[src/crf_pkg.sv]
package crf_pkg;
  localparam int unsigned CRF_WORDS = 128;
  localparam int unsigned CRF_AW = 7;
  localparam int unsigned CRF_DW = 16;
  // response word offsets
  localparam logic [6:0] CRF_OFS_ERR = 7'h00;
  localparam logic [6:0] CRF_OFS_STATION = 7'h01;
  localparam logic [6:0] CRF_OFS_DET1 = 7'h02;
  localparam logic [6:0] CRF_OFS_DET2 = 7'h03;
  localparam logic [6:0] CRF_OFS_DET3 = 7'h04;
  localparam logic [6:0] CRF_OFS_DIAG = 7'h07;
  localparam logic [6:0] CRF_OFS_LAST = 7'h7F;
  // field positions in the diagnostic word
  localparam int unsigned CRF_DTYPE_LSB = 8;
  localparam int unsigned CRF_DLEN_LSB = 0;
  // values
  localparam logic [15:0] CRF_REJECT_CODE = 16'hE482;
  localparam logic [15:0] CRF_NO_DETAIL = 16'hFFFF;
  localparam logic [15:0] CRF_ZERO = 16'h0000;
  localparam logic [6:0] CRF_STATION_MAX = 7'h7D;

  typedef struct packed {
    logic ok;
    logic [15:0] err_code;
    logic [6:0] station;
    logic [15:0] detail1;
    logic [15:0] detail2;
    logic [15:0] detail3;
    logic [7:0] diag_type;
    logic [7:0] diag_len;
  } crf_req_t;

  typedef enum logic [1:0] {
    CRF_IDLE = 2'b00,
    CRF_FILL = 2'b01,
    CRF_DONE = 2'b10
  } crf_state_t;
endpackage

[src/crf_resp_ram.sv]
`timescale 1ns/1ns
module crf_resp_ram #(
  parameter int unsigned AW = 7,
  parameter int unsigned DW = 16
) (
  input wire logic i_clk,
  input wire logic i_resetn,
  input wire logic i_we,
  input wire logic [AW-1:0] i_waddr,
  input wire logic [DW-1:0] i_wdata,
  input wire logic [AW-1:0] i_raddr,
  output logic [DW-1:0] o_rdata
);
  logic [DW-1:0] mem [0:(1<<AW)-1];
  logic [DW-1:0] rdata_q;
  logic [DW-1:0] rdata_d;

  always_comb begin
    rdata_d = mem[i_raddr];
  end

  // array has no reset; only the read register does
  always_ff @(posedge i_clk) begin
    if (i_we) begin
      mem[i_waddr] <= i_wdata;
    end
    if (!i_resetn) begin
      rdata_q <= '0;
    end else begin
      rdata_q <= rdata_d;
    end
  end

  assign o_rdata = rdata_q;
endmodule

[src/crf_formatter.sv]
`timescale 1ns/1ns
// How it works
// on success, word 7 holds the diagnostic type byte in its high half and the diagnostic length byte in its low half.
// on success, words 8 to 127 are written as zero.
// on failure, word 0 holds the error code.
// on failure, word 1 holds the target station number, 0 to 125; the code stores any 7-bit number as given, 126 and 127 included.
// on failure, word 2 holds detail code 1 only for the rejection code, all ones otherwise.
// on failure, word 3 holds detail code 2 only for the rejection code, all ones otherwise.
// on failure, word 4 holds detail code 3 only for the rejection code, all ones otherwise.
// on failure, words 5 to 127 are written as zero.
// completion is signalled only after all 128 words have been written.
module crf_formatter (
  input wire logic i_clk,
  input wire logic i_resetn,
  input wire logic i_start,
  input wire crf_pkg::crf_req_t i_req,
  input wire logic [crf_pkg::CRF_AW-1:0] i_rd_addr,
  output logic [crf_pkg::CRF_DW-1:0] o_rd_data,
  output logic o_busy,
  output logic o_done
);
  import crf_pkg::*;

  // control group: phase of the job and the index of the word being written
  crf_state_t state_q;
  crf_state_t state_d;
  logic [CRF_AW-1:0] idx_q;
  logic [CRF_AW-1:0] idx_d;

  // request group: private copy of the job, frozen for the whole fill
  crf_req_t req_q;
  crf_req_t req_d;

  // status group: the two flags the reading program polls
  logic busy_q;
  logic busy_d;
  logic done_q;
  logic done_d;

  // shared decodes
  logic take;
  logic last;

  // write port of the response memory
  logic we;
  logic [CRF_AW-1:0] waddr;
  logic [CRF_DW-1:0] wdata;

  // the rejection code is the only one that carries detail words
  function automatic logic is_reject(input crf_req_t r);
    is_reject = (r.err_code == CRF_REJECT_CODE);
  endfunction

  function automatic logic [CRF_DW-1:0] detail_or_none(input crf_req_t r, input logic [CRF_DW-1:0] det);
    logic [CRF_DW-1:0] w;
    w = CRF_NO_DETAIL;
    if (is_reject(r)) begin
      w = det;
    end
    detail_or_none = w;
  endfunction

  // success layout: only the diagnostic word carries data, words 0..6 are cleared too
  function automatic logic [CRF_DW-1:0] ok_word(input crf_req_t r, input logic [CRF_AW-1:0] i);
    logic [CRF_DW-1:0] w;
    w = CRF_ZERO;
    if (i == CRF_OFS_DIAG) begin
      w[CRF_DTYPE_LSB +: 8] = r.diag_type;
      w[CRF_DLEN_LSB +: 8] = r.diag_len;
    end
    ok_word = w;
  endfunction

  // failure layout: station is stored as given, out-of-range numbers are not filtered
  function automatic logic [CRF_DW-1:0] fail_word(input crf_req_t r, input logic [CRF_AW-1:0] i);
    logic [CRF_DW-1:0] w;
    w = CRF_ZERO;
    unique case (i)
      CRF_OFS_ERR: begin
        w = r.err_code;
      end
      CRF_OFS_STATION: begin
        w = {9'h000, r.station};
      end
      CRF_OFS_DET1: begin
        w = detail_or_none(r, r.detail1);
      end
      CRF_OFS_DET2: begin
        w = detail_or_none(r, r.detail2);
      end
      CRF_OFS_DET3: begin
        w = detail_or_none(r, r.detail3);
      end
      default: begin
        w = CRF_ZERO;
      end
    endcase
    fail_word = w;
  endfunction

  // one word of the response for the captured job
  function automatic logic [CRF_DW-1:0] resp_word(input crf_req_t r, input logic [CRF_AW-1:0] i);
    logic [CRF_DW-1:0] w;
    if (r.ok) begin
      w = ok_word(r, i);
    end else begin
      w = fail_word(r, i);
    end
    resp_word = w;
  endfunction

  // a start while busy is ignored, so the job cannot change under a running fill
  always_comb begin
    take = (state_q == CRF_IDLE) && i_start;
    last = (state_q == CRF_FILL) && (idx_q == CRF_OFS_LAST);
  end

  // control group
  always_comb begin
    state_d = state_q;
    idx_d = idx_q;
    unique case (state_q)
      CRF_IDLE: begin
        if (take) begin
          idx_d = '0;
          state_d = CRF_FILL;
        end
      end
      CRF_FILL: begin
        idx_d = idx_q + 7'h01;
        if (last) begin
          state_d = CRF_DONE;
        end
      end
      CRF_DONE: begin
        state_d = CRF_IDLE;
      end
      default: begin
        state_d = CRF_IDLE;
        idx_d = '0;
      end
    endcase
  end

  always_ff @(posedge i_clk) begin
    if (!i_resetn) begin
      state_q <= CRF_IDLE;
      idx_q <= '0;
    end else begin
      state_q <= state_d;
      idx_q <= idx_d;
    end
  end

  // request group
  always_comb begin
    req_d = req_q;
    if (take) begin
      req_d = i_req;
    end
  end

  always_ff @(posedge i_clk) begin
    if (!i_resetn) begin
      req_q <= '0;
    end else begin
      req_q <= req_d;
    end
  end

  // status group: done only after the last word is in the memory
  always_comb begin
    busy_d = busy_q;
    done_d = 1'b0;
    unique case (state_q)
      CRF_IDLE: begin
        busy_d = take;
      end
      CRF_FILL: begin
        busy_d = 1'b1;
      end
      CRF_DONE: begin
        busy_d = 1'b0;
        done_d = 1'b1;
      end
      default: begin
        busy_d = 1'b0;
      end
    endcase
  end

  always_ff @(posedge i_clk) begin
    if (!i_resetn) begin
      busy_q <= 1'b0;
      done_q <= 1'b0;
    end else begin
      busy_q <= busy_d;
      done_q <= done_d;
    end
  end

  // every fill writes all words, so no word of an earlier job survives
  always_comb begin
    we = (state_q == CRF_FILL);
    waddr = idx_q;
    wdata = resp_word(req_q, idx_q);
  end

  crf_resp_ram #(
    .AW(CRF_AW),
    .DW(CRF_DW)
  ) u_ram (
    .i_clk(i_clk),
    .i_resetn(i_resetn),
    .i_we(we),
    .i_waddr(waddr),
    .i_wdata(wdata),
    .i_raddr(i_rd_addr),
    .o_rdata(o_rd_data)
  );

  assign o_busy = busy_q;
  assign o_done = done_q;
endmodule

[config.mk]
export PLATFORM = sky130hd
export DESIGN_NAME = crf_formatter
export DESIGN_NICKNAME = d
export VERILOG_FILES = /design/src/crf_pkg.sv /design/src/crf_resp_ram.sv /design/src/crf_formatter.sv
export SDC_FILE = /design/constraint.sdc
export NUM_CORES = 2
export LEC_CHECK = 0
export BUFFER_PORTS_ARGS = -buffer_cell sky130_fd_sc_hd__clkbuf_2
export CORE_ASPECT_RATIO = 1.2
export CORE_MARGIN = 2
export CORE_UTILIZATION = 29
export DETAILED_ROUTE_END_ITERATION = 7
export PLACE_DENSITY = 0.5
export SLEW_MARGIN = 25
export SYNTH_ARGS = -nofsm -noshare
export SYNTH_HDL_FRONTEND = slang
export SYNTH_SLANG_ARGS = --single-unit
[constraint.sdc]
create_clock -name i_clk -period 11 [get_ports i_clk]
set_clock_uncertainty 0.2 [all_clocks]
set_input_delay 1.65 -clock i_clk [delete_from_list [all_inputs] [get_ports i_clk]]
set_output_delay 1.65 -clock i_clk [all_outputs]
set_load 0.05 [all_outputs]
==> flow_summary.ini <==
[run_status]
outcome = completed

[place]
dp_hpwl_um = 141300
dp_cells = 8150
placement.setup.worst_slack_ns = 4.768
place.gp.congestion = 0.7974
placement.io_buffers = 115

[timing]
timing.slew.headroom_pct = 32.05
setup_total_negative_slack_ns = 0
report.final.hold_viol_count = 0
setup_ws_ns = 5.872
period_needed_ns = 5.128
report.final.slew_viol_count = 0
timing.final.crit_share_pct = 46.62
fmax_mhz = 195.0
finalSetupViolations = 0
rsz0062_at_grt = no
worst-slew-pin-transition_ns = 1.017
whs_ns = 0.2545

[hold_path]
hold_path_depth = 2
hold_crit_path_type = reg2reg

[worst_setup_path]
crit_cells = 8
critical_path_required_ns = 11.51
timing_worst_setup_path_type = in2reg
reg2reg_depth = 6
path_cells = buf_8 > buf_12 > buf_4 > mux4_2 > nand3_1 > nand4_1 > nor3_1 > a31oi_1
critical_path.endpoint_type = flop
startpoint_type = input pin
crit_path_max_cell_delay_ns = 0.67
cpMaxStageDelayCell = nor3_1
crit_fanout = 79
arrival_ns = 5.64
path_delay_family = buffers and inverters
timing.critical_path.buf_inv = 3

[grt]
grt.total_usage_pct = 16.13
grt_max_degree = 132
grt_antenna_before_repair = 13
grt_pass1_wl_um = 338600
grt-ovfl-total = 0
grt_pass1_vias = 44130

[floorplanning]
die_footprint_mm2 = 0.2921
num_io_pins = 116
core_area_mm2 = 0.2860
die-height_um = 591.7
die_w_um = 493.7
rows = 215
start_util_pct = 29.19

[layout]
drive_above_1_share_pct = 25.87
area.growth.synth_to_final_pct = 15.82
nNetsFinal = 4676
layout.cells.most_common_list = 2048 x edfxtp_1, 442 x mux4_2, 313 x nand3_1, 221 x clkbuf_16, 212 x buf_4
final_common_cell = edfxtp_1
final_cells = 8562

[clock_tree]
clkLatencyLatePin_ns = 0.87
numCtsBuffers = 218
clk_path_buf_depth = 3
post_cts_buffers = 0
cts_hold_buf = 0
clk_pin_slew_ns = 0.06
clock_sink_count = 2163
ctsHtreeMaxLevel = 4
post_cts.resized_instances = 0
cts_tree = done
clock_root_buffer = clkbuf_16

[route]
initialDrtViolationCount = 4392
vias = 43340
ant_nets = 0
routed_wl_per_cell_um = 27.96
drt_wl_total_um = 239400
drc = 0
vias_per_cell = 5.062
number_of_iterations_in_the_first_detailed_routing_pass = 8

[power_and_ir_drop]
largest_voltage_drop_on_the_vdd_net_mv = 0.1921
fin_total_pwr_mw = 17.39
cellPowerDensity_mw_per_mm2 = 179.9
p_leak_nw = 29.90

[logic_synthesis]
netlist-cell-type-count = 52
syn_nets = 4402
synthesis.yosys.warnings = 0
synth-seq-area-share_pct = 76.45
yosysTopAreaCellShare_pct = 73.69
number_of_synthesized_register_bits = 2163
async_flop_share_pct = 0
synth-main-ff-cell = edfxtp_1
synthTopCellsByArea = edfxtp_1 74%, mux4_2 12%, dfxtp_1 2.8%
synth_enable_flop_cells = 2048
post_synth_instance_area_mm2 = 0.08346
synth_cells = 4300
yosysTopAreaCell = edfxtp_1
postSynthAreaPerCell_um2 = 19.41

[job]
max_cap_viol_count = 0
==> flip-flops by register name (all words and copies together), names as in the netlist <==
register / count
idx_q: 7
o_busy: 1
o_done: 1
req_q: 88
state_q: 2
u_ram.mem: 2048
u_ram.o_rdata: 16
==> through the flow <==
step,util (%),instance area [um^2]
after floorplan,-,83460
after detailed placement,31.35,89650
after global placement,31.31,89520
after global routing,33.80,96650
final,33.80,96660
after CTS,33.79,96610
==> worst min-delay path, cell delays in order, from the launching register on <==
cell	delay [ns]
dfxtp_1	0.31
nand2_1	0.05
a21oi_1	0.05
==> logic make-up (layout without fill, tap and decap cells) <==
| kind of cell | after synthesis | in the layout | synth area share, % |
|---|---|---|---|
| fa+ha+maj | 4 | 4 | 0.05997 |
| simple gates | 901 | 901 | 5.237 |
| buf+inv | 291 | 753 | 1.616 |
| flops | 2163 | 2163 | 76.45 |
| mux | 614 | 614 | 14.11 |
| compound gates | 327 | 327 | 2.534 |
| other cells | 0 | 3 | 0 |
==> metal layers <==
metal	track usage, %	vias to the layer above	wire length, um
met4	5.259	4	7330
met2	27.05	1382	118400
met1	21.44	23430	101100
li1	-	18210	-
met3	2.404	311	12590
met5	0	-	27
==> final cells by class <==
cell class	count	area, um^2
diodes	3	7.507
clock buffers	285	5841
clock inverters	123	1121
fillers	26900	189300
inverters	5	20.02
multi-input cells	1846	18680
flip-flops and latches	2163	63800
well taps	3797	4751
repair buffers	340	2439
==> power by group <==
group / leakage [nW] / switching (mW) / internal [mW] / total (mW)
logic: 7.16 / 0.660 / 0.270 / 0.930
registers: 19.3 / 0.0307 / 9.14 / 9.17
clock network: 3.39 / 3.16 / 4.13 / 7.29
==> synthesized netlist by cell type, types with 11 or more instances <==
| library cell | number |
|---|---|
| a2111oi_0 | 31 |
| a211oi_1 | 34 |
| a21o_1 | 11 |
| a21oi_1 | 92 |
| a22oi_1 | 14 |
| a31oi_1 | 20 |
| buf_1 | 21 |
| buf_2 | 100 |
| buf_4 | 17 |
| clkbuf_1 | 139 |
| dfxtp_1 | 115 |
| edfxtp_1 | 2048 |
| mux2_2 | 77 |
| mux2i_1 | 95 |
| mux4_2 | 442 |
| nand2_1 | 199 |
| nand3_1 | 313 |
| nand3b_1 | 17 |
| nand4_1 | 84 |
| nor2_1 | 161 |
| nor2b_1 | 39 |
| nor3_1 | 28 |
| nor4_1 | 19 |
| o21ai_0 | 30 |
| o22ai_1 | 68 |
==> final timing paths <==
kind / from / endpoint / slack, ns
worst max-delay path: i_rd_addr[0] / u_ram.o_rdata[3] / 5.87
worst min-delay path: req_q[45] / req_q[45] / 0.25
worst max register to register: idx_q[3] / u_ram.mem[66][1] / 6.32
worst min register to register: req_q[45] / req_q[45] / 0.25
(Power assumes the default switching activity.)
